`config.mk`:
```
export PLATFORM = sky130hd
export DESIGN_NAME = conv_seq
export DESIGN_NICKNAME = d
export VERILOG_FILES = /design/src/core/conv_seq_pkg.sv /design/src/core/conv_seq.sv
export VERILOG_INCLUDE_DIRS = /design/src /design/src/core
export SDC_FILE = /design/constraint.sdc
export NUM_CORES = 1
export LEC_CHECK = 0
export ABC_AREA = 1
export ABC_CLOCK_PERIOD_IN_PS = 2850
export BUFFER_PORTS_ARGS = -buffer_cell sky130_fd_sc_hd__buf_2
export CORE_ASPECT_RATIO = 1.5
export CORE_UTILIZATION = 30
export CTS_CLUSTER_SIZE = 14
export DETAILED_ROUTE_END_ITERATION = 6
export HOLD_SLACK_MARGIN = 0.08
export PLACE_DENSITY_LB_ADDON = 0.15
export SETUP_SLACK_MARGIN = 0.3
export SYNTH_ARGS = -nofsm -noshare
export SYNTH_HDL_FRONTEND = slang
export SYNTH_SLANG_ARGS = --single-unit
```
`constraint.sdc`:
```
create_clock -name pclk -period 2.85 [get_ports pclk]
set_input_delay 0 -clock pclk [delete_from_list [all_inputs] [get_ports pclk]]
set_output_delay 0 -clock pclk [all_outputs]
set_load 0.05 [all_outputs]
```
`src/core/conv_seq_consts.svh`:
```
// Constants for the conversion sequencer: offsets, fields, timing
`ifndef CONV_SEQ_CONSTS_SVH
`define CONV_SEQ_CONSTS_SVH
`define OFF_CONTROL_ZERO   12'h000
`define OFF_PRESCALER      12'h004
`define OFF_CHAIN          12'h008
`define OFF_INJECTION      12'h00c
`define OFF_POWER          12'h010
`define OFF_THR_HIGH0      12'h014
`define OFF_THR_LOW0       12'h024
`define OFF_PENDING        12'h034
`define OFF_IMASK          12'h038
`define OFF_DMA_ENABLE     12'h03c
`define OFF_DMA_MASK       12'h040
`define OFF_DATA0          12'h050
`define OFF_DATA_LAST      12'h08c
`define SAMPLE_PERIODS     5'd10
`define CONVERT_PERIODS    5'd20
`define CAL_PERIODS        5'd20
`define PEND_EOC           4'd0
`define PEND_ECH           4'd1
`define PEND_END_OF_INJECTED_CONVERSION_IRQ          4'd2
`define PEND_END_OF_INJECTED_CHAIN_IRQ          4'd3
`define PEND_WDG_BASE      4'd4
`endif

```
`src/core/conv_seq_pkg.sv`:
```
// Types shared by the conversion sequencer
package conv_seq_pkg;
    typedef enum logic [2:0] {ST_IDLE, ST_CAL, ST_SAMPLE, ST_CONVERT} phase_t;
    typedef struct packed {
        logic [1:0]  cr0;           // Calibrate, start
        logic        sampling_prescaler_enable;          // Sampling prescaler enable
        logic [2:0]  conversion_prescaler;          // Active conversion prescaler
        logic [2:0]  sampling_prescaler;          // Active sampling prescaler
        logic        pre_pend;      // Held prescaler write waiting
        logic [6:0]  pre_hold;      // Held sampling_prescaler_enable, conversion_prescaler, sampling_prescaler
        logic        mode;          // Scan mode
        logic [3:0]  first_channel_field;           // Software first channel
        logic [3:0]  channel_count_field;           // Software count minus one
        logic [3:0]  cur_ch;        // Live normal channel
        logic [3:0]  cur_n;         // Live normal remaining count
        logic        chain_act;     // Normal chain in progress
        logic        stop_req;      // Scan stop asked, chain still finishing
        logic        injection_start;        // Injection start
        logic [3:0]  injected_first_channel;
        logic [3:0]  injected_channel_count;
        logic [3:0]  jcur_ch;
        logic [3:0]  jcur_n;
        logic        inj_act;       // Injected chain running
        logic        analog_power_down;          // Analog power down
        logic        auto_clock_off;          // Auto clock off
        logic        noavrg;        // Calibration average off
        logic [3:0][15:0] thr_a;    // Guarded channel and high limit
        logic [3:0][15:0] thr_b;    // Enable and low limit
        logic [11:0] pend;          // Pending bits
        logic [11:0] imask;         // Interrupt mask
        logic        dma_en;        // Global DMA enable
        logic [15:0] dma_mask;      // Per-channel DMA mask
        logic [15:0][9:0] data;     // Channel results
        phase_t      phase;
        logic [3:0]  div_cnt;       // Prescaler divider count
        logic [4:0]  per_cnt;       // Analog periods in this phase
        logic [31:0] prdata;
        logic        pready;
        logic        irq;
        logic        dma_req;
        logic [3:0]  dma_ch;
        logic        aclk_en;       // Analog clock tick enable
        logic        sample;        // Sampling phase indicator
        logic        soc;           // Start of conversion pulse
        logic [3:0]  mux_ch;        // Channel to the input mux
        logic [2:0]  res_s1;        // Three-stage result-ready sync
    } state_t;
endpackage

```
`src/core/conv_seq.sv`:
```
// Control logic of the 10-bit 16-input successive-approximation converter
//
// The implementer's own choices: the APB register port and the register offsets.
`timescale 1ns/1ps
`include "conv_seq_consts.svh"
module conv_seq
    import conv_seq_pkg::*;
#(
    parameter int NUM_CH = 16               // Available input channels
)(
    input  wire logic        pclk,
    input  wire logic        presetn,
    input  wire logic        psel,
    input  wire logic        penable,
    input  wire logic        pwrite,
    input  wire logic [11:0] paddr,
    input  wire logic [31:0] pwdata,
    output logic      [31:0] prdata,
    output logic             pready,
    output logic             pslverr,
    input  wire logic [9:0]  analog_result,  // Result from the analog core
    input  wire logic        analog_done,    // Result valid, analog core domain
    output logic             analog_clk_en,  // Analog clock tick
    output logic             analog_sample,  // Sampling phase
    output logic             analog_soc,     // Conversion start pulse
    output logic             analog_calib,   // Calibration running
    output logic             analog_pd,      // Analog power down
    output logic      [3:0]  analog_channel, // Input mux select
    output logic             irq,
    output logic             dma_req,
    output logic      [3:0]  dma_channel
);
    state_t s_ff, nxt_s;                    // Whole block state

    // Division factor of a prescaler code
    function automatic logic [3:0] div_of(input logic [2:0] code);
        div_of = (code == 3'h0) ? 4'h1 : {code, 1'b0};
    endfunction

    // Force an out-of-range channel field to zero
    function automatic logic [3:0] clip(input logic [3:0] v);
        clip = ({28'h0, v} > NUM_CH - 1) ? 4'h0 : v;
    endfunction

    // Next channel with wrap past the highest one
    function automatic logic [3:0] next_ch(input logic [3:0] c);
        next_ch = ({28'h0, c} >= NUM_CH - 1) ? 4'h0 : c + 4'h1;
    endfunction

    logic done_edge;                        // Synchronised analog_done high in two stages, masked by pend[11]
    assign done_edge = s_ff.res_s1[1] & s_ff.res_s1[2] & ~s_ff.pend[11]
                       & 1'b1;

    // Next state: bus, sequencing, clocks, flags
    always_comb
    begin
        logic        wr, rd, busy, tick, eoc, fin, run_inj;
        logic [3:0]  div, ch;
        logic [31:0] rv;
        nxt_s = s_ff;
        wr = psel & penable & pwrite & ~s_ff.pready;
        rd = psel & penable & ~pwrite & ~s_ff.pready;
        nxt_s.pready = psel & penable & ~s_ff.pready;
        nxt_s.soc = 1'b0;
        nxt_s.dma_req = 1'b0;
        nxt_s.res_s1 = {s_ff.res_s1[1:0], analog_done};
        eoc = 1'b0;
        fin = 1'b0;
        run_inj = s_ff.inj_act;
        ch = run_inj ? s_ff.jcur_ch : s_ff.cur_ch;
        // Analog clock divider; calibration uses the conversion prescaler
        div = (s_ff.phase == ST_SAMPLE && s_ff.sampling_prescaler_enable) ? div_of(s_ff.sampling_prescaler)
                                                     : div_of(s_ff.conversion_prescaler);
        tick = (s_ff.div_cnt + 4'h1 >= div);
        nxt_s.div_cnt = tick ? 4'h0 : s_ff.div_cnt + 4'h1;
        busy = (s_ff.phase != ST_IDLE);
        nxt_s.aclk_en = tick & (busy | ~s_ff.auto_clock_off) & ~s_ff.analog_power_down;
        // Phase machine
        case (s_ff.phase)
            ST_IDLE:
            begin
                nxt_s.per_cnt = 5'h0;
                if (s_ff.cr0[1] && !s_ff.analog_power_down)
                    nxt_s.phase = ST_CAL;
                else if ((s_ff.injection_start || s_ff.cr0[0]) && !s_ff.analog_power_down)
                begin
                    // Calibration takes priority; start waits here
                    if (s_ff.injection_start && !s_ff.inj_act)
                    begin
                        nxt_s.inj_act = 1'b1;
                        nxt_s.jcur_ch = s_ff.injected_first_channel;
                        nxt_s.jcur_n = s_ff.injected_channel_count;
                        ch = s_ff.injected_first_channel;
                    end
                    else if (!s_ff.chain_act && !s_ff.injection_start)
                    begin
                        nxt_s.chain_act = 1'b1;
                        nxt_s.cur_ch = s_ff.first_channel_field;
                        nxt_s.cur_n = s_ff.channel_count_field;
                        ch = s_ff.first_channel_field;
                    end
                    nxt_s.mux_ch = ch;
                    nxt_s.phase = ST_SAMPLE;
                    nxt_s.soc = 1'b1;
                end
            end
            ST_CAL:
            begin
                if (tick)
                    nxt_s.per_cnt = s_ff.per_cnt + 5'h1;
                if (tick && s_ff.per_cnt + 5'h1 >= `CAL_PERIODS)
                begin
                    nxt_s.cr0[1] = 1'b0;      // Cleared only by hardware
                    nxt_s.phase = ST_IDLE;
                end
            end
            ST_SAMPLE:
            begin
                if (tick)
                    nxt_s.per_cnt = s_ff.per_cnt + 5'h1;
                if (tick && s_ff.per_cnt + 5'h1 >= `SAMPLE_PERIODS)
                begin
                    nxt_s.per_cnt = 5'h0;
                    nxt_s.phase = ST_CONVERT;
                end
            end
            ST_CONVERT:
            begin
                if (tick)
                    nxt_s.per_cnt = s_ff.per_cnt + 5'h1;
                if (tick && s_ff.per_cnt + 5'h1 >= `CONVERT_PERIODS)
                begin
                    eoc = 1'b1;
                    nxt_s.per_cnt = 5'h0;
                    nxt_s.phase = ST_IDLE;
                end
            end
            default: nxt_s.phase = ST_IDLE;
        endcase
        // Injection pre-empts a normal conversion in progress
        if (s_ff.injection_start && !s_ff.inj_act && !run_inj &&
            (s_ff.phase == ST_SAMPLE || s_ff.phase == ST_CONVERT))
        begin
            nxt_s.phase = ST_IDLE;
            eoc = 1'b0;
        end
        // End of one channel conversion
        if (eoc)
        begin
            nxt_s.data[ch] = analog_result;
            if (s_ff.dma_mask[ch] && s_ff.dma_en)
            begin
                nxt_s.dma_req = 1'b1;
                nxt_s.dma_ch = ch;
            end
            for (int w = 0; w < 4; w++)
                if (s_ff.thr_b[w][15] && s_ff.thr_a[w][13:10] == ch)
                begin
                    // Below low or above high sets its pending bit
                    if (analog_result < s_ff.thr_b[w][9:0])
                        nxt_s.pend[`PEND_WDG_BASE + 4'(2 * w)] = 1'b1;
                    if (analog_result > s_ff.thr_a[w][9:0])
                        nxt_s.pend[`PEND_WDG_BASE + 4'(2 * w) + 4'h1] = 1'b1;
                end
            if (run_inj)
            begin
                nxt_s.pend[`PEND_END_OF_INJECTED_CONVERSION_IRQ] = 1'b1;
                nxt_s.jcur_ch = next_ch(s_ff.jcur_ch);
                nxt_s.jcur_n = s_ff.jcur_n - 4'h1;
                if (s_ff.jcur_n == 4'h0)
                begin
                    nxt_s.pend[`PEND_END_OF_INJECTED_CHAIN_IRQ] = 1'b1;
                    nxt_s.inj_act = 1'b0;
                    nxt_s.injection_start = 1'b0;      // Resume normal chain
                end
            end
            else
            begin
                nxt_s.pend[`PEND_EOC] = 1'b1;
                nxt_s.cur_ch = next_ch(s_ff.cur_ch);
                nxt_s.cur_n = s_ff.cur_n - 4'h1;
                if (s_ff.cur_n == 4'h0)
                begin
                    fin = 1'b1;
                    nxt_s.pend[`PEND_ECH] = 1'b1;
                    nxt_s.chain_act = 1'b0;   // Fields restored
                    if (!s_ff.mode)
                        nxt_s.cr0[0] = 1'b0;  // One shot done
                end
            end
        end
        // Scan stop: chain finishes, then start clears; one-shot ignores
        if (fin && s_ff.mode && s_ff.stop_req)
        begin
            nxt_s.cr0[0] = 1'b0;
            nxt_s.stop_req = 1'b0;
        end
        // Held prescaler write lands once start and calibrate are idle
        if (s_ff.pre_pend && s_ff.cr0 == 2'b00 && !busy)
        begin
            {nxt_s.sampling_prescaler_enable, nxt_s.conversion_prescaler, nxt_s.sampling_prescaler} = s_ff.pre_hold;
            nxt_s.pre_pend = 1'b0;
        end
        // Register writes
        if (wr)
        begin
            case (paddr)
                `OFF_CONTROL_ZERO:
                begin
                    if (pwdata[1]) nxt_s.cr0[1] = 1'b1;  // Abort impossible
                    if (pwdata[0])
                    begin
                        nxt_s.cr0[0] = 1'b1;
                        nxt_s.stop_req = 1'b0;
                    end
                    // Scan stop is only noted; one-shot ignores the clear
                    else if (s_ff.mode && s_ff.cr0[0])
                        nxt_s.stop_req = 1'b1;
                end
                `OFF_PRESCALER:
                begin
                    nxt_s.pre_hold = {pwdata[15], pwdata[7:5], pwdata[2:0]};
                    nxt_s.pre_pend = 1'b1;
                end
                `OFF_CHAIN:
                begin
                    nxt_s.mode = pwdata[15];
                    nxt_s.first_channel_field = clip(pwdata[3:0]);
                    nxt_s.channel_count_field = clip(pwdata[9:6]);
                end
                `OFF_INJECTION:
                begin
                    if (pwdata[15]) nxt_s.injection_start = 1'b1;
                    nxt_s.injected_first_channel = clip(pwdata[3:0]);
                    nxt_s.injected_channel_count = clip(pwdata[9:6]);
                end
                `OFF_POWER:
                begin
                    nxt_s.analog_power_down = pwdata[15];
                    nxt_s.auto_clock_off = pwdata[14];
                    nxt_s.noavrg = pwdata[5];
                end
                `OFF_PENDING:
                    // Only a one-hot word clears; set in same cycle wins unless the bit was already pending
                    if ($onehot(pwdata[11:0]) && pwdata[31:12] == 20'h0)
                        nxt_s.pend = nxt_s.pend & ~(pwdata[11:0] & s_ff.pend);
                `OFF_IMASK:      nxt_s.imask = pwdata[11:0];
                `OFF_DMA_ENABLE: nxt_s.dma_en = pwdata[15];
                `OFF_DMA_MASK:   nxt_s.dma_mask = pwdata[15:0];
                default:
                    for (int w = 0; w < 4; w++)
                    begin
                        if (paddr == `OFF_THR_HIGH0 + 12'(4 * w))
                            nxt_s.thr_a[w] = {2'b00, pwdata[13:0]};
                        if (paddr == `OFF_THR_LOW0 + 12'(4 * w))
                            nxt_s.thr_b[w] = {pwdata[15], 5'h0, pwdata[9:0]};
                    end
            endcase
        end
        // Power down at once stops the phase machine and clears start, calibrate, injection and stop request
        if (s_ff.analog_power_down)
        begin
            nxt_s.phase = ST_IDLE;
            nxt_s.cr0 = 2'b00;
            nxt_s.injection_start = 1'b0;
            nxt_s.inj_act = 1'b0;
            nxt_s.chain_act = 1'b0;
            nxt_s.stop_req = 1'b0;
            nxt_s.soc = 1'b0;
        end
        // Read mux
        rv = 32'h0;
        case (paddr)
            `OFF_CONTROL_ZERO: rv = {30'h0, s_ff.cr0};
            `OFF_PRESCALER:    rv = {16'h0, s_ff.sampling_prescaler_enable, 7'h0, s_ff.conversion_prescaler, 2'h0, s_ff.sampling_prescaler};
            `OFF_CHAIN:        rv = s_ff.chain_act
                ? {16'h0, s_ff.mode, 5'h0, s_ff.cur_n, 2'h0, s_ff.cur_ch}
                : {16'h0, s_ff.mode, 5'h0, s_ff.channel_count_field, 2'h0, s_ff.first_channel_field};
            `OFF_INJECTION:    rv = {16'h0, s_ff.injection_start, 5'h0, s_ff.injected_channel_count, 2'h0, s_ff.injected_first_channel};
            `OFF_POWER:        rv = {16'h0, s_ff.analog_power_down, s_ff.auto_clock_off, 8'h0, s_ff.noavrg, 5'h0};
            `OFF_PENDING:      rv = {20'h0, s_ff.pend};
            `OFF_IMASK:        rv = {20'h0, s_ff.imask};
            `OFF_DMA_ENABLE:   rv = {16'h0, s_ff.dma_en, 11'h0, s_ff.dma_ch};
            `OFF_DMA_MASK:     rv = {16'h0, s_ff.dma_mask};
            default:
            begin
                for (int w = 0; w < 4; w++)
                begin
                    if (paddr == `OFF_THR_HIGH0 + 12'(4 * w)) rv = {16'h0, s_ff.thr_a[w]};
                    if (paddr == `OFF_THR_LOW0 + 12'(4 * w))  rv = {16'h0, s_ff.thr_b[w]};
                end
                for (int c = 0; c < 16; c++)
                    if (paddr == `OFF_DATA0 + 12'(4 * c)) rv = {22'h0, s_ff.data[c]};
            end
        endcase
        if (rd) nxt_s.prdata = rv;
        nxt_s.irq = |(nxt_s.pend & s_ff.imask);
        nxt_s.sample = (nxt_s.phase == ST_SAMPLE);
    end

    // State register
    always_ff @(posedge pclk or negedge presetn)
    begin
        if (!presetn)
        begin
            s_ff <= '0;
            s_ff.analog_power_down <= 1'b1;        // Powered down after reset
            s_ff.phase <= ST_IDLE;
        end
        else
            s_ff <= nxt_s;
    end

    assign prdata = s_ff.prdata;
    assign pready = s_ff.pready;
    assign pslverr = 1'b0 & s_ff.pready;
    assign analog_clk_en = s_ff.aclk_en;
    assign analog_sample = s_ff.sample;
    assign analog_soc = s_ff.soc;
    assign analog_calib = s_ff.cr0[1] & (s_ff.phase == ST_CAL);
    assign analog_pd = s_ff.analog_power_down;
    assign analog_channel = s_ff.mux_ch;
    assign irq = s_ff.irq;
    assign dma_req = s_ff.dma_req;
    assign dma_channel = s_ff.dma_ch;
endmodule // conv_seq

```
; ---- Word level (Yosys, flattened, before mapping)
; Cells that the tools add are included.
[word_totals]
inputBits = 60
ff_bits = 416
output_inout_bits = 49
[op_classes]
bitwise = 20
eq_ne = 41
n_addsub = 17
muxes = 132
reduce_logical = 58
order_cmp = 15
[op_table]
columns = cell, count
row1 = 32-bit 2-to-1 mux, 22
row2 = 32-bit one-hot mux with 9 select lines, 1
row3 = 160-bit bitwise mux, 1
row4 = 12-bit by 7-bit equality test with 1-bit output (second input constant), 13
row5 = 9-bit 2-to-1 mux, 15
row6 = 12-bit by 6-bit equality test with 1-bit output (second input constant), 8
row7 = 12-bit by 5-bit equality test with 1-bit output (second input constant), 4
row8 = 12-bit by 8-bit equality test with 1-bit output (second input constant), 4
row9 = 12-bit 2-to-1 mux, 4
row10 = 4-bit 2-to-1 mux, 12
row11 = 41-bit 2-to-1 mux, 1
row12 = 10-bit demux with 4-bit select, 1
row13 = 10-bit > comparator, 4
row14 = 10-bit less-than comparator, 4
row15 = 1-bit 2-to-1 mux, 40
row16 = 5-bit 2-to-1 mux, 8
row17 = 12-bit bitwise AND, 3
row18 = 16-bit 2-to-1 mux, 2
row19 = 10-bit 2-to-1 mux, 3
row20 = 3-bit AND reduction, 9
row21 = 12-bit by 4-bit equality test with 1-bit output (second input constant), 2
row22 = 1-bit logical AND, 21
row23 = 3-bit 2-to-1 mux, 7
row24 = 20-bit logical NOT, 1
row25 = other kinds (41), 93

; ---- Logic depth before layout (Yosys ltp)
; Gate-level depths: netlist (run 1).
[depth]
ltp_word = 26
mapped_depth = 28
ltp_nobuf = 27

; ---- Least setup slack after synthesis (run 1)
; No wires, ideal clock.
[synth_path]
path_type = input port to flip-flop
from = in pwdata[0]
to = reg s_ff, in the netlist irq
slack_ns = -1.160
arrival_ns = 3.891
stages = 22
setup_time_ns = 0.119
path_cell_list = fa_1 -> fa_1 -> inv_1 -> fa_1 -> fa_1 -> inv_1 -> ha_1 -> inv_1 -> fa_1 -> nand2_1 -> nor3_1 -> o2111ai_1 -> a21oi_1 -> nand2_1 -> inv_1 -> a41oi_1 -> nand2_1 -> nand2_1 -> a21oi_1 -> nand3_1 -> nor2_1 -> nand2_1
[synth_lines]
columns = item, line_no
row1 = start: declaration, conv_seq.sv:17  ; input wire logic [31:0] pwdata,
row2 = end signal: assignment, conv_seq.sv:311  ; s_ff <= nxt_s;
row3 = end: declaration, conv_seq.sv:33  ; state_t s_ff, nxt_s;

==> impl_summary.log, run 1 <==
[metrics] outcome: complete, but fails checks
[metrics] violations in the final reports: negative setup slack
[metrics] GRT Util Overall: 0.225
[metrics] number of flops mapped to enable cells by yosys: 0
[metrics] sequential share of the synthesized area: 0.463
[metrics] Distinct cells, synth: between 70 and 80
[metrics] number of antenna violations at the first check in global routing: 0
[metrics] area fraction of the dominant cell type after synthesis: 0.462
[metrics] final number of hold-violating endpoints: 0
[metrics] worst ir drop on vdd: slightly above 0.0004 V
[metrics] GPL Wtd Cong: 0.884
[metrics] number of standard cells in the final layout excluding fillers: around 4000
[metrics] number of clock sinks: 400
[metrics] synthesized flop and latch total: 400
[metrics] Worst Setup End Kind: flip-flop
[metrics] critical path type: primary input to flip-flop
[metrics] worst-path cell chain: buf_8 -> fa_1 -> fa_1 -> inv_1 -> fa_1 -> fa_1 -> inv_1 -> ha_2 -> inv_2 -> fa_1 -> nand2_1 -> nor3_2 -> o2111ai_1 -> a21oi_1 -> nand2_2 -> buf_6 -> nor3_4 -> a31oi_2 -> nand2_1 -> nand3_1 -> nor2_1 -> nand2_1
[metrics] top-level port count: approximately 110
[metrics] actual slew at the worst max-slew pin: approximately 1100 ps
[metrics] worst min path class: primary input to flip-flop
[metrics] commonest cells after routing, fill and taps aside: 560 x nand2_1, 399 x dfrtp_1, 289 x inv_1
[metrics] synthesized area divided by synthesized cell count: between 7 and 8 um2
[metrics] final worst-path setup slack: -899 ps
[metrics] final-layout worst hold slack: roughly 120 ps
[metrics] die area: about 73000 um2
[metrics] critical path fanouts, max: 5
[metrics] final slew viol count: 0
[metrics] WL/cell: between 20 and 25 um
[metrics] utilization of the core after routing: 0.423
[metrics] drt first-iter violations: 1250
[metrics] number of buffers added on ports: 90
[metrics] proportion of register bits with asynchronous set or reset after synthesis: 1.00
[metrics] Detailed Routing Iterations Pass 1: 5
[metrics] reported leakage power: 13.9 nW
[metrics] post-synthesis cell type with the largest combined area: dfrtp_1
[metrics] maximum count of clock buffers along a single path: 3
[metrics] pin count of the biggest net entering global routing: 98
[metrics] CTS Buf Count: 43
[metrics] die width: 221 um
[metrics] pre-CTS setup slack: -1600 ps
[metrics] critical path's largest stage delay: 510 ps
[metrics] most common cell after layout, fill and taps aside: nand2_1
[metrics] CTS tree: yes
[metrics] max-cap viol count: 0
[metrics] Die Span Y: 331 um
[metrics] area of the core: 71300 um2
[metrics] PD cells: ~440 nW/um2
[metrics] number of cell instances on the worst register-to-register path: 27
[metrics] warnings from Yosys: 0
[metrics] Diodes inserted: 0
[metrics] via count of the first global-routing pass: between 20000 and 25000
[metrics] Post-synth top flop: dfrtp_1
[metrics] dpl hpwl: 58300 um
[metrics] cell with the most instances on the worst path: fa_1
[metrics] Initial Utilization: 0.303
[metrics] cell area after synthesis: about 22000 um2
[metrics] final global-route overflow total: 0
[metrics] total DRC errors in the routed layout: 0
[metrics] clock slew at reported path FFs: ~60 ps
[metrics] Worst path slowest cell: fa_1
[metrics] number of placed cells counting well taps: 3853
[metrics] number of instances in the synthesized netlist: roughly 2700
[metrics] largest clock skew in the final design: about 22 ps
[metrics] global-route wire length before repair: ~120000 um
[metrics] highest clock frequency the design can meet: roughly 0.27 GHz
[metrics] Total Routed Length: ~84000 um
[metrics] endpoints failing setup: roughly 200
[metrics] data arrival time of the critical path: about 4200 ps
[metrics] worst skew pair latency: about 600 ps
[metrics] H-tree depth: 2
[metrics] startpoint type of the worst setup path: primary input
[metrics] number of cell rows: 120
[metrics] Vias per Instance: 5.05
[metrics] number of stages on the worst hold path: 4
[metrics] unrepaired setup endpoints after global routing: true
[metrics] Routed Antenna Nets: 0
[metrics] layout cell share with drive strength beyond 1: 0.296
[metrics] required time worst endpoint: between 3000 and 4000 ps
[metrics] final setup TNS: -110190 ps
[metrics] library cell used as clock root buffer: clkbuf_16
[metrics] Relative slew margins: 0.252
[metrics] final net count: around 3300
[metrics] share of the clock period used by the worst path: 1.32
[metrics] Layout area overhead: 39.6%
[metrics] Tmin final: 3750 ps
[metrics] count of vias placed by the detailed router: 20500
[metrics] top area cells in the synthesized netlist: dfrtp_1 46%, nand2_1 12%, o21ai_0 9.2%
repair_timing:
item | CTS | global route
pin swaps | 18 | 31
gates resized for setup | 170 | 379
endpoints found under the hold margin | 541 | 0
setup buffers | 47 | 13
cloned | 27 | 13
setup endpoints to repair | 211 | 218
hold buffers | 26 | 0
worst paths after layout:
path / startpoint / to / slack [ps]
setup / recovery: pwdata[3] / irq$_DFF_PN0_ / -900
hold / removal: analog_result[0] / s_ff[61]$_DFFE_PN0P_ / 120
setup reg to reg: s_ff[60]$_DFF_PN0_ / s_ff[217]$_DFFE_PN0P_ / -690
hold reg to reg: prdata[8]$_DFFE_PN0P_ / prdata[8]$_DFFE_PN0P_ / 480
max in group asynchronous: presetn / s_ff[441]$_DFFE_PN0P_ / 1670
min in group asynchronous: presetn / s_ff[394]$_DFF_PN0_ / 610
power by group:
part	total (mW)	leakage (nW)	internal [mW]	switching, mW
clock	6.10	0.751	3.62	2.49
sequential	5.79	4.64	5.73	0.0565
combinational	1.35	8.49	0.420	0.932
total	13.2	13.9	9.77	3.47
critical path, delay by kind of cell:
kind,cells,cell delay (ps)
fa+ha+maj,6,2570
simple gates,8,810
compound gates,3,430
buf+inv,5,420
synthesized netlist by cell type, types with 8 or more instances:
master and instances:
nand2_1 714, dfrtp_1 399, o21ai_0 399, inv_1 299, nor2_1 205, clkbuf_1 91, ha_1 91, nand3_1 74
a21oi_1 70, nor3_1 44, buf_4 42, nand4_1 40, o22ai_1 19, o21ai_1 18, a221oi_1 17, nand2_2 15
or2_2 15, inv_2 13, a31oi_1 11, nor4_1 11, o211ai_1 11, xor2_1 10, a211oi_1 8
stage by stage:
stage	area, um2	total power, mW
2_1_floorplan	22000	6.59
3_3_place_gp	24800	7.10
3_5_place_dp	24800	7.12
4_1_cts	28400	13.4
5_1_grt	30200	13.7
6_report	30200	13.2
registers in the layout (all words and copies together) (netlist names):
register / flops
dma_channel: 4
analog_clk_en: 1
analog_pd: 1
analog_soc: 1
analog_channel: 4
prdata: 16
analog_sample: 1
pready: 1
irq: 1
s_ff: 369
dma_req: 1
layout make-up:
cell class / count / area (um2)
fillers: 7056 / 41200
multi-input cells: 1890 / 11600
flip-flops and latches: 400 / 10000
repair buffers: 453 / 4640
clock buffers: 67 / 1350
inverters: 321 / 1220
well taps: 915 / 1140
clock inverters: 12 / 169
logic make-up (layout without fill, tap and decap cells):
family                   Yosys count  in the layout  synth area share
AO/OA/AOI/OAI                    610            610             0.158
XOR/XNOR                          16             16           0.00683
adder cells (fa/ha/maj)           98             98            0.0592
buffers and inverters            462            853            0.0889
flip-flops                       400            400             0.463
multiplexers                       5              5           0.00243
other                              1             18          0.000174
AND/OR/NAND/NOR                 1143           1143             0.221
layer usage:
layer	vias up	wire length, um	global-route usage
li1	9750	-	-
met1	10000	33700	0.264
met2	554	43200	0.412
met3	171	2900	0.0242
met4	0	3910	0.101
met5	-	0	0
(Power assumes the default switching activity.)
==> run 2: changes to the inputs <==
ABC_CLOCK_PERIOD_IN_PS = 4350   (was 2850)
BUFFER_PORTS_ARGS = not set   (was -buffer_cell sky130_fd_sc_hd__buf_2)
CTS_BUF_LIST = sky130_fd_sc_hd__clkbuf_4 sky130_fd_sc_hd__clkbuf_8 sky130_fd_sc_hd__clkbuf_16   (was not set)
DONT_BUFFER_PORTS = 1   (was not set)
clock period = 4.35 ns   (was 2.85 ns; I/O delays follow)
==> impl_summary.log, run 2 (synthesis results as in run 1) <==
[metrics] final cell area excluding filler cells: 24400 um2 (-19%)
[metrics] total DRC errors in the routed layout: 0 (unchanged)
[metrics] GPL Wtd Cong: 0.885 (+0.14%)
[metrics] number of clock sinks: 400 (unchanged)
[metrics] violations in the final reports: negative hold slack, max-slew violations
[metrics] final slew viol count: 285 (+285)
[metrics] top register by number of flip-flops: s_ff
[metrics] final number of hold-violating endpoints: 399 (+399)
[metrics] area of the core: 71300 um2 (unchanged)
[metrics] reg-to-reg startpoint: s_ff[60]$_DFF_PN0_
[metrics] startpoint type of the worst setup path: primary input
[metrics] outcome: complete, but fails checks
[metrics] GRT Util Overall: 0.209 (-0.0159)
[metrics] count of vias placed by the detailed router: 18500 (-9.8%)
[metrics] WL/cell: 20.7 um (+0.17%)
[metrics] final-layout worst hold slack: -859 ps (-979 ps)
[metrics] commonest cells after routing, fill and taps aside: 698 x nand2_1, 399 x o21ai_0, 398 x dfrtp_1
[metrics] multi-input logic area: 9820 um2 (-15%)
[metrics] Total Routed Length: 76100 um (-9.1%)
[metrics] Layout area overhead: 12.9%
[metrics] share of the clock period used by the worst path: 0.902
[metrics] die area: 73100 um2 (unchanged)
[metrics] Worst Setup End Kind: flip-flop
[metrics] endpoints failing setup: 0 (-100%)
[metrics] H-tree depth: 2 (unchanged)
[metrics] Routed Antenna Nets: 0 (unchanged)
[metrics] number of cell instances on the worst register-to-register path: 24 (-11%)
[metrics] worst ir drop on vdd: 0.000254 V (-38%)
[metrics] pre-CTS setup slack: -10.9 ps (+1590 ps)
[metrics] Relative slew margins: -0.431 (-0.683)
[metrics] pin count of the biggest net entering global routing: 401 (+310%)
[metrics] PD cells: 343 nW/um2 (-22%)
[metrics] Vias per Instance: 5.03 (-0.56%)
[metrics] worst flop-to-flop path endpoint: irq$_DFF_PN0_
[metrics] CTS Buf Count: 43 (unchanged)
[metrics] unrepaired setup endpoints after global routing: true
[metrics] Worst path slowest cell: dlygate4sd3_1
[metrics] layout cell share with drive strength beyond 1: 0.0778 (-0.218)
[metrics] data arrival time of the critical path: 4390 ps (+160 ps)
[metrics] Die Span Y: 331 um (unchanged)
[metrics] critical path fanouts, max: 5 (unchanged)
[metrics] final global-route overflow total: 0 (unchanged)
[metrics] most common cell after layout, fill and taps aside: nand2_1
[metrics] Hold-fix buffers, CTS: 42 (+62%)
[metrics] via count of the first global-routing pass: 18300 (-10%)
[metrics] drt first-iter violations: 1545 (+24%)
[metrics] cell with the most instances on the worst path: fa_1
[metrics] maximum count of clock buffers along a single path: 3 (unchanged)
[metrics] total area of sequential cells: 10000 um2 (about the same)
[metrics] critical path's largest stage delay: 560 ps (+50 ps)
[metrics] max-cap viol count: 0 (unchanged)
[metrics] global-route wire length before repair: 115000 um (-7.4%)
[metrics] count of filler cells inserted in the layout: 7437 (+5.4%)
[metrics] number of antenna violations at the first check in global routing: 2 (+2)
[metrics] library cell used as clock root buffer: clkbuf_16
[metrics] required time worst endpoint: 4810 ps (+1480 ps)
[metrics] worst skew pair latency: 590 ps (about the same)
[metrics] power consumption: 8.37 mW (-37%)
[metrics] top-level port count: 109 (unchanged)
[metrics] final net count: 2893 (-11%)
[metrics] CTS tree: yes
[metrics] Detailed Routing Iterations Pass 1: 5 (unchanged)
[metrics] Tmin final: roughly 3900 ps
[metrics] die width: 221 um (unchanged)
[metrics] dpl hpwl: 54000 um (-7.4%)
[metrics] flop-to-flop setup slack: 630 ps (+1320 ps)
[metrics] largest clock skew in the final design: 14.1 ps (-7.59 ps)
[metrics] number of cell rows: 120 (unchanged)
[metrics] actual slew at the worst max-slew pin: 2150 ps (+1030 ps)
[metrics] highest clock frequency the design can meet: around 0.25 GHz
[metrics] reported leakage power: 11.3 nW (-19%)
[metrics] clock slew at reported path FFs: 60 ps (about the same)
[metrics] final worst-path setup slack: 426 ps (+1330 ps)
[metrics] Initial Utilization: 0.303 (unchanged)
[metrics] cell area after placement: 22400 um2 (-9.8%)
[metrics] worst min path class: primary input to async pin
[metrics] number of buffers added on ports: 0 (-100%)
[metrics] final setup TNS: 0 ps (+110190 ps)
[metrics] critical path type: primary input to flip-flop
[metrics] max reg flops: 369 (unchanged)
[metrics] worst-path cell chain: fa_1 -> fa_1 -> inv_1 -> fa_1 -> fa_1 -> inv_1 -> ha_2 -> inv_1 -> fa_1 -> nand2_1 -> nor3_2 -> o2111ai_1 -> a21oi_1 -> nand2_2 -> inv_2 -> buf_4 -> nand4_1 -> a21boi_2 -> dlygate4sd3_1
[run 2: cell types whose count changed in the layout (fill, tap and decap cells not counted), sizes merged]
cell,previous run,this run
dlygate4sd3,25,42
clkinv,12,11
diode,0,2
clkbuf,79,65
inv,316,315
buf,416,37
[run 2: cell type report]
cell class              count  share of cell area
diodes                      2            0.000205
clock buffers              65              0.0549
clock inverters            10             0.00626
inverters                 321              0.0497
multi-input cells        1890               0.403
flip-flops and latches    400               0.411
well taps                 915              0.0469
repair buffers             79              0.0288
[run 2: through the flow]
step,util,std cells
floorplan,-,2752
global placement,0.314,3560
detailed placement,0.314,3560
CTS,0.340,3677
global route,0.342,3680
finish,0.342,3682
[run 2: where the power goes]
group          internal, mW  switching (mW)
registers              3.76           0.111
clock network          2.36            1.61
logic                 0.179           0.361
[run 2: worst max path at each step]
stage | endpoint | startpoint | slack [ps] | cells past startpoint
after CTS | s_ff[104]$_DFFE_PN0P_ | s_ff[60]$_DFF_PN0_ | 280 | 20
after global routing | s_ff[254]$_DFF_PN0_ | pwdata[3] | 210 | 19
after floorplan | irq$_DFF_PN0_ | pwdata[0] | 340 | 22
after detailed placement | irq$_DFF_PN0_ | pwdata[0] | -10 | 22
after global placement | irq$_DFF_PN0_ | pwdata[0] | 4 | 22
final | s_ff[254]$_DFF_PN0_ | pwdata[3] | 430 | 19
[run 2: critical path: cells and delay by family]
kind                       cells  cell delay [ps]
adders and majority gates      6             2590
buffers and inverters          6              940
AOI/OAI and AO/OA              3              480
and+or+nand+nor                4              370
[run 2: routing by layer]
metal / vias up / global-route usage / share of wire
li1: 8909 / - / -
met2: 497 / 0.385 / 0.51
met4: 0 / 0.0921 / 0.045
met1: 8949 / 0.237 / 0.39
met3: 148 / 0.0343 / 0.046
met5: - / 0 / 0
[run 2: timing repair]
action	4_1_cts	5_1_grt
setup endpoints to repair	8	152
pin swaps	0	5
resized for setup	1	29
cloned	0	0
hold endpoints to repair	719	400
buffers inserted	0	3
==> run 3: changes to the inputs <==
CORE_UTILIZATION = 27   (was 30)
==> impl_summary.log, run 3 (synthesis results as in run 1) <==
[metrics] PD cells: 336 nW/um2 (-2.0%)
[metrics] worst ir drop on vdd: 0.000240 V (-5.3%)
[metrics] share of the clock period used by the worst path: 0.880 (-0.0224)
[metrics] Total Routed Length: 78000 um (+2.6%)
[metrics] WL/cell: 20.6 um (-0.32%)
[metrics] pin count of the biggest net entering global routing: 401 (unchanged)
[metrics] area of the core: 79000 um2 (+11%)
[metrics] final-layout worst hold slack: -897 ps (-37.9 ps)
[metrics] Relative slew margins: -0.248 (+0.183)
[metrics] number of buffers added on ports: 0 (unchanged)
[metrics] reported leakage power: 11.3 nW (-0.28%)
[metrics] drt first-iter violations: 1436 (-7.1%)
[metrics] most common cell after layout, fill and taps aside: nand2_1
[metrics] cell area after placement: 22500 um2 (+0.54%)
[metrics] number of clock sinks: 400 (unchanged)
[metrics] max reg flops: 369 (unchanged)
[metrics] Detailed Routing Iterations Pass 1: 6 (+1)
[metrics] cell with the most instances on the worst path: fa_1
[metrics] critical path's largest stage delay: 570 ps (about the same)
[metrics] maximum count of clock buffers along a single path: 3 (unchanged)
[metrics] actual slew at the worst max-slew pin: 1870 ps (-275 ps)
[metrics] via count of the first global-routing pass: 18400 (+0.36%)
[metrics] violations in the final reports: negative hold slack, max-slew violations
[metrics] critical path type: primary input to flip-flop
[metrics] die width: 233 um (+5.4%)
[metrics] dpl hpwl: 55700 um (+3.1%)
[metrics] die area: 81200 um2 (+11%)
[metrics] CTS Buf Count: 44 (+2.3%)
[metrics] count of filler cells inserted in the layout: 8372 (+13%)
[metrics] GPL Wtd Cong: 0.897 (+1.4%)
[metrics] H-tree depth: 2 (unchanged)
[metrics] final net count: 2893 (unchanged)
[metrics] library cell used as clock root buffer: clkbuf_16
[metrics] commonest cells after routing, fill and taps aside: 696 x nand2_1, 399 x o21ai_0, 398 x dfrtp_1
[metrics] count of vias placed by the detailed router: 18200 (-1.4%)
[metrics] Vias per Instance: 4.81 (-4.2%)
[metrics] max-cap viol count: 0 (unchanged)
[metrics] top-level port count: 109 (unchanged)
[metrics] worst skew pair latency: 610 ps (+20 ps)
[metrics] top register by number of flip-flops: s_ff
[metrics] worst-path cell chain: fa_1 -> fa_1 -> inv_1 -> fa_1 -> fa_1 -> inv_1 -> ha_1 -> inv_1 -> fa_1 -> nand2_1 -> nor3_1 -> o2111ai_1 -> a21oi_1 -> nand2_2 -> buf_4 -> nor3_2 -> a31oi_1 -> dlygate4sd3_1
[metrics] GRT Util Overall: 0.195 (-0.0136)
[metrics] final number of hold-violating endpoints: 400 (+0.25%)
[metrics] CTS tree: yes
[metrics] Top Family by Delay on Critical Path: adder cells
[metrics] total DRC errors in the routed layout: 0 (unchanged)
[metrics] Routed Antenna Nets: 0 (unchanged)
[metrics] Worst path slowest cell: dlygate4sd3_1
[metrics] worst min path class: primary input to async pin
[metrics] reg-to-reg startpoint: s_ff[60]$_DFF_PN0_
[metrics] Hold-fix buffers, CTS: 44 (+4.8%)
[metrics] final slew viol count: 213 (-25%)
[metrics] required time worst endpoint: 4830 ps (+20 ps)
[metrics] Buf+Inv Stages, Crit Path: 5 (-1)
[metrics] data arrival time of the critical path: 4310 ps (-80 ps)
[metrics] final worst-path setup slack: 523 ps (+97.2 ps)
[metrics] Worst Setup End Kind: flip-flop
[metrics] final cell area excluding filler cells: 24500 um2 (+0.26%)
[metrics] endpoints failing setup: 0 (unchanged)
[metrics] number of cell rows: 126 (+5.0%)
[metrics] Layout area overhead: 13.2%
[metrics] unrepaired setup endpoints after global routing: false
[metrics] Die Span Y: 348 um (+5.4%)
[metrics] pre-CTS setup slack: -15.1 ps (-4.16 ps)
[metrics] critical path fanouts, max: 5 (unchanged)
[metrics] Tmin final: 3830 ps (-97.2 ps)
[metrics] final setup TNS: 0 ps (unchanged)
[metrics] final global-route overflow total: 0 (unchanged)
[metrics] clock slew at reported path FFs: 60 ps (about the same)
[metrics] highest clock frequency the design can meet: 0.261 GHz (+2.5%)
[metrics] global-route wire length before repair: 118000 um (+2.6%)
[metrics] largest clock skew in the final design: 37.0 ps (+22.9 ps)
[metrics] number of antenna violations at the first check in global routing: 2 (unchanged)
[metrics] layout cell share with drive strength beyond 1: 0.0764 (-0.00139)
[metrics] startpoint type of the worst setup path: primary input
[metrics] power consumption: 8.22 mW (-1.7%)
[metrics] Initial Utilization: 0.274 (-0.0294)
[metrics] source of the critical timing path: pwdata[0]
[metrics] outcome: complete, but fails checks
[run 3: cell types whose count changed in the layout (fill, tap and decap cells not counted), sizes merged]
cell | previous run | this run
buf | 37 | 34
bufinv | 4 | 1
dlygate4sd3 | 42 | 44
clkinvlp | 1 | 0
clkbuf | 65 | 68
[run 3: timing repair]
| action | CTS | global route |
|---|---|---|
| buffers inserted | 0 | 2 |
| setup endpoints to repair | 57 | 168 |
| resized for setup | 3 | 28 |
| hold endpoints to repair | 717 | 400 |
| pin swaps | 0 | 3 |
[run 3: path summary, 6_finish.rpt]
check | cells past startpoint | endpoint | slack [ps]
max in group asynchronous | 0 | s_ff[213]$_DFFE_PN0P_ | 3740
max | 18 | s_ff[258]$_DFF_PN0_ | 520
min | 0 | s_ff[333]$_DFFE_PN0P_ | -900
max reg2reg | 23 | s_ff[254]$_DFF_PN0_ | 590
min reg2reg | 2 | s_ff[208]$_DFFE_PN0P_ | 480
min in group pclk | 6 | s_ff[253]$_DFF_PN0_ | 40
[run 3: layout make-up]
class / instances / area, um2 / area share
Clock inverter: 6 / 55.1 / 0.00225
Tap cell: 1024 / 1280 / 0.0524
Antenna cell: 2 / 5.00 / 0.000205
Multi-Input combinational cell: 1890 / 9820 / 0.402
Sequential cell: 400 / 10000 / 0.409
Inverter: 321 / 1210 / 0.0496
Timing Repair Buffer: 78 / 703 / 0.0288
Clock buffer: 68 / 1360 / 0.0557
[run 3: metrics by stage]
stage | instances | utilization
after floorplan | 2752 | -
after global placement | 3667 | 0.285
after detailed placement | 3667 | 0.285
after CTS | 3785 | 0.308
after global routing | 3787 | 0.310
final | 3789 | 0.310
[run 3: per-layer routing]
metal	wire length, um	global-route usage	part of all wire
met1	31100	0.225	0.40
met3	3310	0.0294	0.042
met5	0	0	0
met2	40700	0.356	0.52
met4	2930	0.0782	0.038
[run 3: where the power goes]
group          total [mW]  internal, mW  switching (mW)
clock                3.81          2.20            1.61
sequential           3.87          3.76           0.110
combinational       0.549         0.182           0.367
